--- src/rtl/gmr_consts.svh ---
// constants for the mac reset sequencing and write pacing block
`ifndef GMR_CONSTS_SVH
`define GMR_CONSTS_SVH

`define GMR_ADDR_W          8
`define GMR_DATA_W          32

`define GMR_OFS_RST_REQ0    8'h00
`define GMR_OFS_RST_REQ1    8'h04
`define GMR_OFS_FLAG_CLR    8'h08
`define GMR_OFS_DMA_MODE    8'h0C
`define GMR_OFS_GP_CTRL     8'h10
`define GMR_OFS_DMA_DEBUG   8'h14
`define GMR_OFS_RXQ_DEBUG   8'h18
`define GMR_OFS_TXQ_DEBUG   8'h1C
`define GMR_OFS_LINK_CFG    8'h20
`define GMR_OFS_LINK_STAT   8'h24

`define GMR_BIT_RST_REQ     0
`define GMR_BIT_RST_FLAG    1
`define GMR_BIT_FLAG_CLR    0
`define GMR_BIT_SOFT_RST    0
`define GMR_BIT_PHY_SEL     0
`define GMR_BIT_PACE_BUSY   3

`define GMR_TX_PS_LSB       4
`define GMR_LINK_CFG_W      16
`define GMR_N_LINK_CLK      3

`define GMR_SR_CYCLES       4
`define GMR_PACE_EDGES      6
`define GMR_ALIVE_CYCLES    64

`endif

--- src/rtl/gmr_pkg.sv ---
// types shared by the mac reset sequencing block
`default_nettype none
package gmr_pkg;

    typedef enum logic [1:0] {
        GMR_SR_IDLE = 2'b00,
        GMR_SR_RUN  = 2'b01
    } gmr_sr_e;

    typedef logic [7:0] gmr_addr_t;

endpackage
`default_nettype wire

--- src/rtl/gmr_link_sync.sv ---
// link clock samplers: two-flop sync, rising edge strobe, alive watch
`timescale 1ns/100ps
`default_nettype none
`include "gmr_consts.svh"

module gmr_link_sync #(
    parameter int N_CLK       = `GMR_N_LINK_CLK,
    parameter int ALIVE_COUNT = `GMR_ALIVE_CYCLES
) (
    input  wire logic             i_clk,
    input  wire logic             i_rst,
    input  wire logic [N_CLK-1:0] i_link_clk,
    output logic      [N_CLK-1:0] o_rise,
    output logic      [N_CLK-1:0] o_alive
);

    genvar g;
    generate
        for (g = 0; g < N_CLK; g = g + 1) begin : g_clk
            logic       meta_q;
            logic       sync_q;
            logic       prev_q;
            logic [6:0] idle_q;

            // meta_q feeds only sync_q
            always_ff @(posedge i_clk) begin
                if (i_rst) begin
                    meta_q <= 1'b0;
                    sync_q <= 1'b0;
                    prev_q <= 1'b0;
                end else begin
                    meta_q <= i_link_clk[g];
                    sync_q <= meta_q;
                    prev_q <= sync_q;
                end
            end

            always_ff @(posedge i_clk) begin
                if (i_rst) begin
                    o_rise[g] <= 1'b0;
                end else begin
                    o_rise[g] <= sync_q & ~prev_q;
                end
            end

            // a stopped clock is reported so software can see it before reset
            always_ff @(posedge i_clk) begin
                if (i_rst) begin
                    idle_q     <= 7'h00;
                    o_alive[g] <= 1'b0;
                end else if (sync_q & ~prev_q) begin
                    idle_q     <= 7'h00;
                    o_alive[g] <= 1'b1;
                end else if (idle_q == 7'(ALIVE_COUNT - 1)) begin
                    o_alive[g] <= 1'b0;
                end else begin
                    idle_q <= idle_q + 7'h01;
                end
            end
        end
    endgenerate

endmodule
`default_nettype wire

--- src/rtl/gmr_pace_xfer.sv ---
// paced transfer of one register into the slow link clock domain
`timescale 1ns/100ps
`default_nettype none
`include "gmr_consts.svh"

module gmr_pace_xfer #(
    parameter int W     = `GMR_LINK_CFG_W,
    parameter int N_CLK = `GMR_N_LINK_CLK,
    parameter int EDGES = `GMR_PACE_EDGES
) (
    input  wire logic             i_clk,
    input  wire logic             i_rst,
    input  wire logic             i_flush,
    input  wire logic             i_wr,
    input  wire logic [W-1:0]     i_wdata,
    input  wire logic [N_CLK-1:0] i_rise,
    output logic      [W-1:0]     o_shadow,
    output logic      [W-1:0]     o_dest,
    output logic                  o_busy
);

    logic [N_CLK-1:0] seen_q;
    logic [N_CLK-1:0] seen_all;
    logic             tick;
    logic [3:0]       cnt_q;
    logic [W-1:0]     pend_q;

    // one tick only after every clock has edged: the slowest one sets pace
    assign seen_all = seen_q | i_rise;
    assign tick     = &seen_all;

    always_ff @(posedge i_clk) begin
        if (i_rst || i_flush || !o_busy || tick) begin
            seen_q <= '0;
        end else begin
            seen_q <= seen_all;
        end
    end

    // read back shows the last write until a flush clears it to zero, even one that never lands
    always_ff @(posedge i_clk) begin
        if (i_rst || i_flush) begin
            o_shadow <= '0;
        end else if (i_wr) begin
            o_shadow <= i_wdata;
        end
    end

    always_ff @(posedge i_clk) begin
        if (i_rst || i_flush) begin
            pend_q <= '0;
            cnt_q  <= 4'h0;
            o_busy <= 1'b0;
            o_dest <= '0;
        end else if (!o_busy) begin
            if (i_wr) begin
                pend_q <= i_wdata;
                cnt_q  <= 4'h0;
                o_busy <= 1'b1;
            end
        end else if (tick) begin
            if (cnt_q == 4'(EDGES - 1)) begin
                o_dest <= pend_q;
                o_busy <= 1'b0;
            end else begin
                cnt_q <= cnt_q + 4'h1;
            end
        end
    end

endmodule
`default_nettype wire

--- src/rtl/gmr_reset_ctrl.sv ---
// mac reset sequencing: protected module reset, soft reset, paced config
//
// Chosen here: the address-and-strobe port and the placing of the registers.
`timescale 1ns/100ps
`default_nettype none
`include "gmr_consts.svh"

module gmr_reset_ctrl #(
    parameter int N_CLK   = `GMR_N_LINK_CLK,
    parameter int CFG_W   = `GMR_LINK_CFG_W,
    parameter int SR_CYC  = `GMR_SR_CYCLES
) (
    input  wire logic                    i_clk,
    input  wire logic                    i_rst,
    input  wire logic [`GMR_ADDR_W-1:0]  i_addr,
    input  wire logic [`GMR_DATA_W-1:0]  i_wdata,
    input  wire logic                    i_wr,
    input  wire logic                    i_rd,
    output logic      [`GMR_DATA_W-1:0]  o_rdata,
    input  wire logic                    i_supervisor,
    input  wire logic                    i_wr_protect,
    input  wire logic [N_CLK-1:0]        i_link_clk,
    input  wire logic [3:0]              i_rx_process_state,
    input  wire logic [3:0]              i_tx_process_state,
    input  wire logic [31:0]             i_rx_queue_debug,
    input  wire logic [31:0]             i_tx_queue_debug,
    output logic                         o_module_rst,
    output logic                         o_soft_rst,
    output logic                         o_phy_interface_select,
    output logic      [CFG_W-1:0]        o_link_cfg
);

    logic                   req0_q;
    logic                   req1_q;
    logic                   flag_q;
    logic                   mrst_q;
    logic                   phy_sel_q;
    logic                   soft_bit_q;
    logic [2:0]             sr_cnt_q;
    gmr_pkg::gmr_sr_e       sr_state_q;
    logic [`GMR_DATA_W-1:0] rdata_d;
    logic [`GMR_DATA_W-1:0] rdata_q;
    logic                   wr_ok;
    logic                   wr_req0;
    logic                   wr_req1;
    logic                   wr_clr;
    logic                   wr_dma;
    logic                   wr_gp;
    logic                   wr_cfg;
    logic                   both_req;
    logic                   flush;
    logic [N_CLK-1:0]       rise;
    logic [N_CLK-1:0]       alive;
    logic [CFG_W-1:0]       cfg_shadow;
    logic                   pace_busy;

    // protected registers ignore the write silently, no error is raised
    assign wr_ok   = i_supervisor & ~i_wr_protect;
    assign wr_req0 = i_wr & wr_ok & (i_addr == `GMR_OFS_RST_REQ0);
    assign wr_req1 = i_wr & wr_ok & (i_addr == `GMR_OFS_RST_REQ1);
    assign wr_clr  = i_wr & wr_ok & (i_addr == `GMR_OFS_FLAG_CLR)
                   & i_wdata[`GMR_BIT_FLAG_CLR];
    assign wr_dma  = i_wr & (i_addr == `GMR_OFS_DMA_MODE);
    assign wr_gp   = i_wr & (i_addr == `GMR_OFS_GP_CTRL);
    assign wr_cfg  = i_wr & (i_addr == `GMR_OFS_LINK_CFG);

    assign both_req = req0_q & req1_q;

    // module reset and soft reset both wipe the link-facing config
    assign flush = mrst_q | soft_bit_q;

    // request bits wait for their partner, then fire together
    always_ff @(posedge i_clk) begin
        if (i_rst || both_req) begin
            req0_q <= 1'b0;
            req1_q <= 1'b0;
        end else begin
            if (wr_req0 && i_wdata[`GMR_BIT_RST_REQ]) begin
                req0_q <= 1'b1;
            end
            if (wr_req1 && i_wdata[`GMR_BIT_RST_REQ]) begin
                req1_q <= 1'b1;
            end
        end
    end

    always_ff @(posedge i_clk) begin
        if (i_rst) begin
            mrst_q <= 1'b0;
        end else begin
            mrst_q <= both_req;
        end
    end

    // the flag survives the module reset it reports; set beats clear
    always_ff @(posedge i_clk) begin
        if (i_rst) begin
            flag_q <= 1'b0;
        end else if (mrst_q) begin
            flag_q <= 1'b1;
        end else if (wr_clr) begin
            flag_q <= 1'b0;
        end
    end

    // interface select goes back to mii on module reset, so it must be
    // programmed again before the soft reset
    always_ff @(posedge i_clk) begin
        if (i_rst || mrst_q) begin
            phy_sel_q <= 1'b0;
        end else if (wr_gp) begin
            phy_sel_q <= i_wdata[`GMR_BIT_PHY_SEL];
        end
    end

    // soft reset: bit reads one for three cycles, zero on the fourth
    always_ff @(posedge i_clk) begin
        if (i_rst || mrst_q) begin
            sr_state_q <= gmr_pkg::GMR_SR_IDLE;
            soft_bit_q <= 1'b0;
            sr_cnt_q   <= 3'h0;
        end else if (wr_dma && i_wdata[`GMR_BIT_SOFT_RST]) begin
            sr_state_q <= gmr_pkg::GMR_SR_RUN;
            soft_bit_q <= 1'b1;
            sr_cnt_q   <= 3'(SR_CYC - 2);
        end else begin
            case (sr_state_q)
                gmr_pkg::GMR_SR_IDLE: begin
                    soft_bit_q <= 1'b0;
                end
                gmr_pkg::GMR_SR_RUN: begin
                    if (sr_cnt_q == 3'h0) begin
                        sr_state_q <= gmr_pkg::GMR_SR_IDLE;
                        soft_bit_q <= 1'b0;
                    end else begin
                        sr_cnt_q <= sr_cnt_q - 3'h1;
                    end
                end
                default: begin
                    sr_state_q <= gmr_pkg::GMR_SR_IDLE;
                    soft_bit_q <= 1'b0;
                end
            endcase
        end
    end

    gmr_link_sync #(
        .N_CLK       (N_CLK),
        .ALIVE_COUNT (`GMR_ALIVE_CYCLES)
    ) u_sync (
        .i_clk      (i_clk),
        .i_rst      (i_rst),
        .i_link_clk (i_link_clk),
        .o_rise     (rise),
        .o_alive    (alive)
    );

    gmr_pace_xfer #(
        .W     (CFG_W),
        .N_CLK (N_CLK),
        .EDGES (`GMR_PACE_EDGES)
    ) u_pace (
        .i_clk    (i_clk),
        .i_rst    (i_rst),
        .i_flush  (flush),
        .i_wr     (wr_cfg),
        .i_wdata  (i_wdata[CFG_W-1:0]),
        .i_rise   (rise),
        .o_shadow (cfg_shadow),
        .o_dest   (o_link_cfg),
        .o_busy   (pace_busy)
    );

    // status words let software check stopped processes and empty queues
    always_comb begin
        rdata_d = '0;
        case (i_addr)
            `GMR_OFS_RST_REQ0: begin
                rdata_d[`GMR_BIT_RST_REQ]  = req0_q;
                rdata_d[`GMR_BIT_RST_FLAG] = flag_q;
            end
            `GMR_OFS_RST_REQ1: begin
                rdata_d[`GMR_BIT_RST_REQ] = req1_q;
            end
            `GMR_OFS_DMA_MODE: begin
                rdata_d[`GMR_BIT_SOFT_RST] = soft_bit_q;
            end
            `GMR_OFS_GP_CTRL: begin
                rdata_d[`GMR_BIT_PHY_SEL] = phy_sel_q;
            end
            `GMR_OFS_DMA_DEBUG: begin
                rdata_d[3:0] = i_rx_process_state;
                rdata_d[`GMR_TX_PS_LSB+3:`GMR_TX_PS_LSB] = i_tx_process_state;
            end
            `GMR_OFS_RXQ_DEBUG: begin
                rdata_d = i_rx_queue_debug;
            end
            `GMR_OFS_TXQ_DEBUG: begin
                rdata_d = i_tx_queue_debug;
            end
            `GMR_OFS_LINK_CFG: begin
                rdata_d[CFG_W-1:0] = cfg_shadow;
            end
            `GMR_OFS_LINK_STAT: begin
                rdata_d[N_CLK-1:0]          = alive;
                rdata_d[`GMR_BIT_PACE_BUSY] = pace_busy;
            end
            default: begin
                rdata_d = '0;
            end
        endcase
    end

    // data stand only in the cycle after the read strobe
    always_ff @(posedge i_clk) begin
        if (i_rst || !i_rd) begin
            rdata_q <= '0;
        end else begin
            rdata_q <= rdata_d;
        end
    end

    assign o_rdata                = rdata_q;
    assign o_module_rst           = mrst_q;
    assign o_soft_rst             = soft_bit_q;
    assign o_phy_interface_select = phy_sel_q;

endmodule
`default_nettype wire

--- config.mk ---
export PLATFORM = sky130hd
export DESIGN_NAME = gmr_reset_ctrl
export DESIGN_NICKNAME = d
export VERILOG_FILES = /design/src/rtl/gmr_pkg.sv /design/src/rtl/gmr_link_sync.sv /design/src/rtl/gmr_pace_xfer.sv /design/src/rtl/gmr_reset_ctrl.sv
export VERILOG_INCLUDE_DIRS = /design/src /design/src/rtl
export SDC_FILE = /design/constraint.sdc
export NUM_CORES = 1
export LEC_CHECK = 0
export ABC_AREA = 1
export ABC_CLOCK_PERIOD_IN_PS = 1650
export BUFFER_PORTS_ARGS = -buffer_cell sky130_fd_sc_hd__buf_4
export CAP_MARGIN = 20
export CORE_MARGIN = 1
export CORE_UTILIZATION = 46
export DETAILED_ROUTE_END_ITERATION = 6
export PLACE_DENSITY = 0.74
export SLEW_MARGIN = 20
export SYNTH_ARGS = -nofsm -noshare
export SYNTH_HDL_FRONTEND = slang
export SYNTH_HIERARCHICAL = 1
export SYNTH_SLANG_ARGS = --single-unit
--- constraint.sdc ---
create_clock -name i_clk -period 1.65 [get_ports i_clk]
set_input_delay 0.165 -clock i_clk [delete_from_list [all_inputs] [get_ports i_clk]]
set_output_delay 0.165 -clock i_clk [all_outputs]
set_load 0.01 [all_outputs]
==> metrics.md, run 1 <==
| Metric | Value |
|---|---|
| Outcome | `finished, violations left` |
| Failing checks | `DRC` |
| Antenna fix cells | `0` |
| CTS Sinks | `134` |
| Internal power | `around 6000 uW` |
| Synthesized Nets | `901` |
| Tot GR Track Use | `0.233` |
| Synth Flop Type | `dfxtp_1` |
| I/O Pins | `172` |
| Clk root buf | `clkbuf_16` |
| Clock Path Buffers | `2` |
| Dpl hpwl | `10200 um` |
| CTS Buf Count | `17` |
| Area Overhead vs Synth | `37.5%` |
| Data arrival, critical path | `1.81 ns` |
| Die H | `approximately 110 um` |
| Final Hold Vio Count | `0` |
| Via count | `about 5400` |
| Share of layout cells above drive strength 1 | `0.249` |
| Clock Power Share | `0.494` |
| Slew headroom | `0.745` |
| TritonCTS clock tree | `done` |
| Synth unique cells | `31` |
| Setup bufs post-CTS | `0` |
| Slew Limit Fails | `0` |
| Worst path cell trace | `ha_1 -> nand2_1 -> nor2_2 -> nand4_2 -> buf_4 -> inv_4 -> nor2_1 -> nor2_1` |
| Hold path cells | `3` |
| Crit path time final | `1.46 ns` |
| Netlist Area Pre-Place | `5600 um2` |
| Hold path startpoint | `i_rx_queue_debug[22]` |
| Non-filler cells, final | `1112` |
| Reg-to-reg setup timing slack | `0.19 ns` |
| Async S/R FF share, synth | `0` |
| Leak pwr | `0.00341 uW` |
| # H-tree levels | `4` |
| Final setup TNS | `0 ns` |
| Largest net degree at the start of global routing | `30` |
| Hold_ws | `between 0.01 and 0.015 ns` |
| Setup Skew | `roughly 0.0050 ns` |
| First-pass DRT Iterations | `7` |
| Kind of critical path | `register to register` |
| Synth top area cells | `dfxtp_1 (48%), nand2_1 (15%), nor2_1 (7.1%)` |
| Register area share after synthesis | `0.479` |
| DRT iter0 DRCs | `305` |
| NetSw | `1580 uW` |
| Clk Latency, worst-skew pair | `0.41 ns` |
| Seq pwr share | `0.440` |
| Worst vdd ir | `0.00120 V` |
| Vias per cell | `4.86` |
| CORE AREA | `11700 um2` |
| PortBufs | `155` |
| Gate power share | `0.066` |
| Power density over the cells | `982 nW/um2` |
| Critical Path Most Common Cell | `nor2_1` |
| Critical Path Start Type | `register` |
| Setup-failing EPs final | `0` |
| Worst endpoint required time | `2.00 ns` |
| DRT Wirelength | `14200 um` |
| Wire per inst | `approximately 13 um` |
| Worst hold endpoint | `o_rdata[22]$_SDFF_PP0_` |
| FF-to-FF End | `u_pace/o_dest[9]$_SDFFE_PP0P_` |
| Crit path max fanout | `17` |
| RSZ-0062 raised after global routing | `false` |
| Placed cells | `1065` |
| ANT nets after route | `0` |
| Met3 WL | `924 um` |
| FMAX | `0.684 GHz` |
| Tightest Pin Transition | `0.382 ns` |
| First-pass GRT wire length | `roughly 23000 um` |
| Sw frac | `0.209` |
| Min-Delay Path Class | `input pin to register` |
| # DRC | `20` |
| Post-Syn Instances | `774` |
| Syn Area/Cell | `7.23 um2` |
| Row cnt | `39` |
| Fin nets | `roughly 1100` |
| Yosys top cell by area | `dfxtp_1` |
| Crit path capture type | `register` |
| Worst Path Buf+Inv | `2` |
| Initial antenna violation count | `0` |
| Final Power | `7560 uW` |
| Horiz. Die Dim | `~110 um` |
| Synth Warn # | `6` |
| Top sig layer | `met4` |
| Vias in the first global route | `4992` |
| Max-Cap Viols | `0` |
| Met1 WL | `a little under 6000 um` |
| Synth top area share | `0.479` |
| #FFs+latches synth | `134` |
| Reg2Reg Launch Point | `u_pace/cnt_q[0]$_SDFFE_PP0P_` |
| Largest delay share family, worst path | `simple AND/OR/NAND/NOR gates` |
| Crit-path max cell delay | `0.42 ns` |
| Met2 wire length | `7060 um` |
| Die Area | `12600 um2` |
| Reg clk slew, reported paths | `0.06 ns` |
| Worst path slowest cell | `dfxtp_1` |
| Cells on worst reg2reg path | `8` |
| Initial Util | `0.480` |
| Tcrit/Tclk final | `0.886` |
| GPL Wtd Cong | `0.853` |
| Grt ovf | `0` |
| EDFF count, synth | `0` |
| Util after Layout | `0.660` |
-- cells by family (layout without fill, tap and decap cells) --
logic type / count (synthesis) / count (layout) / synth area share
and+or+nand+nor: 412 / 412 / 0.314
buffers and inverters: 108 / 303 / 0.0840
xor gates and xnor gates: 2 / 2 / 0.00313
adders and majority gates: 6 / 6 / 0.0134
DFF: 134 / 134 / 0.479
AOI/OAI and AO/OA: 112 / 112 / 0.107
-- cell usage after synthesis, drive strengths merged (6+ instances only) --
master and number:
inv 80, ha 6, buf 15, nor2 121
nand4 6, dfxtp 134, o21ai 31, a31oi 17
nand2 238, a21oi 61, clkbuf 8, nand3 38
-- worst max path at each step --
| stage | startpoint | to | slack [ns] | cells after the start |
|---|---|---|---|---|
| 2_1_floorplan | i_addr[1] | u_pace/pend_q[10]$_SDFFE_PP0P_ | 0.09 | 12 |
| 3_3_place_gp | i_addr[1] | u_pace/pend_q[14]$_SDFFE_PP0P_ | 0.03 | 11 |
| 3_5_place_dp | i_addr[1] | u_pace/pend_q[15]$_SDFFE_PP0P_ | -0.02 | 11 |
| 4_1_cts | u_pace/cnt_q[0]$_SDFFE_PP0P_ | u_pace/o_dest[0]$_SDFFE_PP0P_ | 0.10 | 8 |
| 5_1_grt | u_pace/cnt_q[0]$_SDFFE_PP0P_ | u_pace/o_dest[0]$_SDFFE_PP0P_ | 0.06 | 8 |
| 6_report | u_pace/cnt_q[0]$_SDFFE_PP0P_ | u_pace/o_dest[9]$_SDFFE_PP0P_ | 0.19 | 8 |
-- state kept, by name (all words and copies together) (netlist names), 4 cells and up --
signal / flops
o_rdata: 32
u_pace/o_dest: 16
u_sync/g_clk.idle_q: 21
u_pace/o_shadow: 16
u_pace/pend_q: 16
u_pace/cnt_q: 4
-- metrics by stage --
step                      instance area [um2]  setup slack, ns
final                                    7700            0.188
after global routing                     7700           0.0630
after CTS                                7700            0.101
after detailed placement                 6940          -0.0217
after global placement                   6940           0.0254
after floorplan                          5600           0.0897
-- worst min-delay path, cell delays in order --
cell and delay [ns]:
buf_4 0.11, nand2_1 0.05, a21oi_1 0.05
-- power by group through the flow --
| stage | Clock, uW | Sequential [uW] | Combinational, uW |
|---|---|---|---|
| floorplan | 0 | 3390 | 193 |
| global placement | 0 | 3390 | 464 |
| detailed placement | 0 | 3390 | 467 |
| CTS | 3820 | 3320 | 504 |
| global route | 3960 | 3330 | 553 |
| finish | 3730 | 3330 | 502 |
-- what timing repair did --
item,in CTS,in global routing
setup endpoints to repair,0,8
hold buffers,17,0
gates resized for setup,0,2
hold endpoints to repair,16,0
-- per-layer routing --
layer  GRT usage  vias to the layer above
met5           0                        -
met4      0.0871                        0
met3      0.0680                       21
met2       0.408                      164
met1       0.268                     2417
li1            -                     2803
-- cell usage in the layout, fill, tap and decap left out, types with 2 or more instances in the layout --
| master | n |
|---|---|
| inv_2 | 6 |
| buf_12 | 2 |
| nand2_1 | 230 |
| nand3_2 | 2 |
| inv_1 | 73 |
| o21ai_2 | 2 |
| nand2_4 | 2 |
| dfxtp_1 | 134 |
| a21oi_1 | 61 |
| nor2_2 | 6 |
| clkbuf_8 | 2 |
| ha_1 | 6 |
| nand2_2 | 6 |
| nand3_1 | 36 |
| nand4_1 | 5 |
| o21ai_0 | 22 |
| clkinv_2 | 7 |
| clkinvlp_4 | 3 |
| o21ai_1 | 7 |
| xnor2_1 | 2 |
| or2_2 | 3 |
| dlygate4sd3_1 | 17 |
| clkbuf_16 | 17 |
| clkbuf_1 | 2 |
| buf_4 | 169 |
| nor2_4 | 9 |
| o21bai_1 | 3 |
| nor3_1 | 4 |
| bufinv_16 | 3 |
| nor2_1 | 106 |
| a31oi_1 | 17 |
-- cell type report --
class / count / area [um2]
fill: 1058 / 3960
multi-input combinational: 532 / 2450
timing repair buffer: 188 / 1480
clock inverter: 9 / 128
tap: 143 / 179
clock buffer: 21 / 460
sequential: 134 / 2680
inverter: 85 / 327
No activity file was read; power rests on OpenSTA's default activity.
==> inputs of run 2 (changes only) <==
- PLACE_DENSITY: 0.74 -> 0.76
==> metrics.md, run 2 (synthesized netlist as in run 1, its figures left out) <==
| Metric | Value |
|---|---|
| Outcome | `finished, violations left` |
| Failing checks | `DRC` |
| Tot GR Track Use | `0.240` |
| CTS Sinks | `134` |
| Critical Path Source | `u_pace/cnt_q[1]$_SDFFE_PP0P_` |
| NetSw | `around 1700 uW` |
| Largest net degree at the start of global routing | `31` |
| Die H | `112 um` |
| Hold path startpoint | `i_rx_queue_debug[19]` |
| Initial antenna violation count | `0` |
| First-pass DRT Iterations | `7` |
| Final Power | `approximately 7500 uW` |
| Final Hold Vio Count | `0` |
| Crit path max fanout | `9` |
| Vias in the first global route | `5206` |
| FMAX | `0.649 GHz` |
| Clk root buf | `clkbuf_16` |
| RSZ-0062 raised after global routing | `false` |
| Tightest Pin Transition | `approximately 0.37 ns` |
| Reg-to-reg setup timing slack | `0.11 ns` |
| TritonCTS clock tree | `done` |
| Post-DP Area | `6960 um2` |
| Worst hold endpoint | `o_rdata[19]$_SDFF_PP0_` |
| Vias per cell | `4.82` |
| Clk Latency, worst-skew pair | `0.41 ns` |
| Largest register FFs | `32` |
| First-pass GRT wire length | `around 24000 um` |
| Area Overhead vs Synth | `39.5%` |
| Worst path cell trace | `inv_1 -> ha_1 -> nand2_1 -> nor2_2 -> nand4_2 -> buf_4 -> o21ai_0 -> nor2_1` |
| Wire per inst | `12.8 um` |
| Fin nets | `between 1000 and 1500` |
| CTS Buf Count | `17` |
| Kind of critical path | `register to register` |
| Crit path capture type | `register` |
| DRT iter0 DRCs | `around 380` |
| Post-Place Setup Slack | `-0.0402 ns` |
| Setup ws final | `about 0.11 ns` |
| GPL Wtd Cong | `0.871` |
| I/O Pins | `172` |
| Commonest non-fill, non-tap cell in the layout | `nand2_1` |
| Filler cell count | `993` |
| Row cnt | `39` |
| DRT Wirelength | `roughly 14000 um` |
| Clock Path Buffers | `2` |
| Worst endpoint required time | `1.95 ns` |
| Most frequent cells in the layout | `nand2_1 (230), buf_4 (172), dfxtp_1 (134)` |
| Hold path cells | `3` |
| ANT nets after route | `0` |
| # DRC | `20` |
| Largest delay share family, worst path | `simple AND/OR/NAND/NOR gates` |
| Slew headroom | `0.751` |
| Crit-path max cell delay | `0.31 ns` |
| Setup bufs post-CTS | `0` |
| CORE AREA | `11700 um2` |
| Data arrival, critical path | `1.85 ns` |
| Die Area | `between 10000 and 15000 um2` |
| Horiz. Die Dim | `112 um` |
| PortBufs | `between 150 and 200` |
| Seq pwr share | `0.442` |
| Reg2Reg Launch Point | `u_pace/cnt_q[1]$_SDFFE_PP0P_` |
| Placed cells | `around 1100` |
| Slew Limit Fails | `0` |
| Worst path slowest cell | `dfxtp_1` |
| Power density over the cells | `961 nW/um2` |
| Dpl hpwl | `around 10000 um` |
| Setup-failing EPs final | `0` |
| Gate power share | `0.071` |
| Worst Path Buf+Inv | `2` |
| Internal power | `5840 uW` |
| Min-Delay Path Class | `input pin to register` |
| Tcrit/Tclk final | `0.934` |
| Crit path time final | `1.54 ns` |
| Critical Path Start Type | `register` |
| Grt ovf | `0` |
| Hold_ws | `0.0102 ns` |
| Setup Skew | `0.00749 ns` |
| Worst vdd ir | `0.000832 V` |
| Share of layout cells above drive strength 1 | `0.249` |
| Initial Util | `0.480` |
| Max-Cap Viols | `0` |
| Cells on worst reg2reg path | `8` |
| Fin area | `7810 um2` |
| Antenna fix cells | `0` |
| Via count | `5431` |
| Sw frac | `0.222` |
| FF-to-FF End | `u_pace/o_dest[8]$_SDFFE_PP0P_` |
| # H-tree levels | `4` |
| Leak pwr | `roughly 0.0035 uW` |
| Clock Power Share | `0.487` |
| Reg clk slew, reported paths | `0.06 ns` |
| Non-filler cells, final | `~1100` |
==> run 2: changes by cell type in the layout (fill, tap and decap cells not counted), moves of 2 or more <==
cell,previous run,this run
buf_4,169,172
clkinv_4,0,2
dlygate4sd3_1,17,27
inv_6,0,2
==> run 2: area by class of cell <==
cell class                      instances  area, um2  share of cell area
Clock buffer                           21        450              0.0577
Multi-Input combinational cell        532       2450               0.313
Inverter                               85        324              0.0415
Sequential cell                       134       2680               0.344
Clock inverter                         11        125              0.0160
Tap cell                              143        179              0.0229
Timing Repair Buffer                  201       1600               0.205
==> run 2: tightest hold or removal path: stages <==
cell and delay [ns]:
buf_4 0.11, nand2_1 0.05, a21oi_1 0.05
==> run 2: how the worst max path moves through the flow <==
stage / to / slack, ns / depth (start not counted)
global route: o_rdata[29]$_SDFF_PP0_ / 0.01 / 10
floorplan: u_pace/pend_q[10]$_SDFFE_PP0P_ / 0.09 / 12
CTS: u_pace/o_dest[8]$_SDFFE_PP0P_ / 0.09 / 8
detailed placement: u_pace/cnt_q[1]$_SDFFE_PP0P_ / -0.04 / 12
global placement: u_pace/cnt_q[1]$_SDFFE_PP0P_ / -0.01 / 12
finish: u_pace/o_dest[8]$_SDFFE_PP0P_ / 0.11 / 8
==> run 2: layer usage <==
metal | routed length [um] | vias to the layer above | share of wire | track usage
met4 | 261 | 0 | 0.018 | 0.0924
met5 | 0 | - | 0 | 0
met2 | 7290 | 154 | 0.51 | 0.429
met1 | 5980 | 2426 | 0.42 | 0.274
met3 | 871 | 21 | 0.060 | 0.0648
li1 | - | 2830 | - | -
==> run 2: what timing repair did <==
item / in CTS / in global routing
hold buffers: 27 / 0
endpoints found under the hold margin: 21 / 0
resized for setup: 0 / 0
==> run 2: stage by stage <==
stage	setup TNS [ns]	utilization
3_3_place_gp	-0.0141	0.597
5_1_grt	0	0.670
4_1_cts	0	0.670
2_1_floorplan	0	-
6_report	0	0.670
3_5_place_dp	-0.160	0.597
==> run 2: power groups by stage <==
stage | registers (uW) | logic [uW] | clock network (uW)
2_1_floorplan | 3390 | 193 | 0
3_3_place_gp | 3380 | 480 | 0
3_5_place_dp | 3390 | 486 | 0
4_1_cts | 3320 | 529 | 3710
5_1_grt | 3320 | 584 | 3860
6_report | 3320 | 531 | 3660
==> inputs of run 3 (changes only) <==
- ABC_AREA: 1 -> default
- SLEW_MARGIN: 20 -> default
==> metrics.md, run 3 <==
| Metric | Value |
|---|---|
| Outcome | `finished, violations left` |
| Failing checks | `hold timing` |
| Fin nets | `953` |
| GPL Wtd Cong | `0.822` |
| Antenna fix cells | `0` |
| DRT iter0 DRCs | `426` |
| Tot GR Track Use | `0.261` |
| Synth top area cells | `dfxtp_1 (47%), nand2_1 (4.7%), nor2_1 (4.3%)` |
| TritonCTS clock tree | `done` |
| PortBufs | `~160` |
| Reg clk slew, reported paths | `0.06 ns` |
| Row cnt | `40` |
| Min-Delay Path Class | `input pin to register` |
| Commonest cells in the netlist | `dfxtp_1 (134), nand2_1 (71), nor2_1 (64)` |
| Placed cells | `~900` |
| Die H | `between 100 and 150 um` |
| Wire per inst | `16.5 um` |
| Dpl hpwl | `11000 um` |
| Setup ws final | `0.0544 ns` |
| Crit path time final | `1.60 ns` |
| #FFs+latches synth | `134` |
| Synthesized Nets | `728` |
| Async S/R FF share, synth | `0` |
| Commonest non-fill, non-tap cell in the layout | `buf_4` |
| # DRC | `0` |
| RSZ-0062 raised after global routing | `false` |
| Largest net degree at the start of global routing | `33` |
| Non-filler cells, final | `986` |
| Via count | `5478` |
| Grt ovf | `0` |
| CORE AREA | `12000 um2` |
| Largest register FFs | `32` |
| Data arrival, critical path | `1.91 ns` |
| Initial antenna violation count | `0` |
| Area Overhead vs Synth | `45.2%` |
| Vias per cell | `5.56` |
| Die Area | `between 10000 and 15000 um2` |
| Leak pwr | `0.00327 uW` |
| Setup Skew | `between 0.006 and 0.007 ns` |
| Clk Latency, worst-skew pair | `about 0.42 ns` |
| Final setup TNS | `0 ns` |
| Vias in the first global route | `5368` |
| Synth Flop Type | `dfxtp_1` |
| # H-tree levels | `4` |
| Yosys top cell by area | `dfxtp_1` |
| Clk root buf | `clkbuf_16` |
| Netlist Area Pre-Place | `5650 um2` |
| Slew Limit Fails | `0` |
| Syn Area/Cell | `9.40 um2` |
| Post-Place Setup Slack | `-0.176 ns` |
| Kind of critical path | `register to register` |
| Max-Cap Viols | `0` |
| Initial Util | `0.471` |
| Crit path capture type | `register` |
| Tightest Pin Transition | `0.554 ns` |
| Tcrit/Tclk final | `0.967` |
| First-pass DRT Iterations | `5` |
| Worst vdd ir | `~0.00077 V` |
| EDFF count, synth | `0` |
| Register area share after synthesis | `0.475` |
| Synth unique cells | `70` |
| Power density over the cells | `between 900 and 1000 nW/um2` |
| Critical Path Start Type | `register` |
| Share of layout cells above drive strength 1 | `0.347` |
| ANT nets after route | `0` |
| Hold_ws | `-0.00123 ns` |
| FMAX | `0.627 GHz` |
| Most frequent cells in the layout | `buf_4 (192), dfxtp_1 (132), nand2_1 (71)` |
| Worst endpoint required time | `1.97 ns` |
| Horiz. Die Dim | `between 100 and 150 um` |
| Clock Path Buffers | `2` |
| Filler cell count | `901` |
| CTS Buf Count | `17` |
| Crit path max fanout | `13` |
| DRT Wirelength | `16300 um` |
| Post-Syn Instances | `601` |
| Synth Warn # | `6` |
| Most numerous cell in the Yosys netlist | `dfxtp_1` |
| Slew headroom | `0.629` |
| First-pass GRT wire length | `roughly 26000 um` |
| I/O Pins | `~170` |
| Final Hold Vio Count | `1` |
| Setup-failing EPs final | `0` |
| CTS Sinks | `134` |
| Synth top area share | `0.475` |
[run 3: changes by cell type in the layout (fill, tap and decap cells not counted), sizes merged, moves of 9 or more]
cell,before,now
buf,174,198
nor2,121,65
a222oi,0,9
nand2,238,72
a22oi,0,22
a21oi,61,39
inv,82,12
nor3,4,16
nor2b,0,12
mux2i,0,18
dlygate4sd3,27,44
[run 3: stage by stage]
step	utilization	total power, uW	area, um2
after floorplan	-	3520	5670
after global placement	0.594	3800	7140
after detailed placement	0.594	3820	7140
after global routing	0.683	7680	8200
after CTS	0.682	7460	8190
final	0.683	7440	8200
[run 3: power by group]
group / leakage [uW] / switching (uW) / internal (uW)
clock network: 0.000275 / 1410 / 2190
logic: 0.00191 / 228 / 318
registers: 0.00108 / 31.4 / 3270
[run 3: worst max-delay path, cell delays in order (launching register included)]
cell and delay [ns]:
dfxtp_2 0.32, inv_2 0.07, ha_4 0.14, nand3b_4 0.08, or4b_4 0.56, buf_12 0.19
nand3_2 0.08, o21ai_2 0.05
[run 3: final timing paths]
path / to / slack (ns) / start / cells after the start
setup / recovery: u_pace/o_dest[7]$_SDFFE_PP0P_ / 0.05 / u_pace/cnt_q[1]$_SDFFE_PP0P_ / 7
hold / removal: o_rdata[23]$_SDFF_PP0_ / -0.001 / i_rx_queue_debug[23] / 3
setup reg to reg: u_pace/o_dest[7]$_SDFFE_PP0P_ / 0.05 / u_pace/cnt_q[1]$_SDFFE_PP0P_ / 7
hold reg to reg: u_sync/o_rise[2]$_SDFF_PP0_ / 0.43 / u_sync/g_clk[2].prev_q$_SDFF_PP0_ / 1
[run 3: layout make-up]
cell class                      count  area [um2]  area share
Multi-Input combinational cell    420        2720       0.332
Sequential cell                   134        2690       0.327
Timing Repair Buffer              242        2000       0.244
Clock buffer                       21         470      0.0573
Tap cell                          147         184      0.0224
Clock inverter                     11        98.8      0.0120
Inverter                           11        41.3     0.00503
[run 3: timing repair]
action,4_1_cts,5_1_grt
cloned,1,0
hold buffers,43,1
setup endpoints to repair,17,16
pin swaps,3,2
setup buffers,0,0
resized for setup,9,0
hold endpoints to repair,30,1
[run 3: metal layers]
layer  wire length, um  global-route usage  vias to the layer above
met4               547               0.124                        0
met5                 0                   0                        -
li1                  -                   -                     2606
met3               965              0.0696                       54
met2              8000               0.431                      223
met1              6760               0.317                     2595
[run 3: logic make-up (layout without fill, tap and decap cells)]
| kind of cell | after synthesis | in the layout | share of synthesized area |
|---|---|---|---|
| AND/OR/NAND/NOR | 252 | 252 | 0.248 |
| AO/OA/AOI/OAI | 137 | 137 | 0.172 |
| flip-flops | 134 | 134 | 0.475 |
| buffers and inverters | 47 | 285 | 0.0480 |
| multiplexers | 22 | 22 | 0.0398 |
| adder cells (fa/ha/maj) | 6 | 6 | 0.0133 |
| XOR/XNOR | 3 | 3 | 0.00465 |
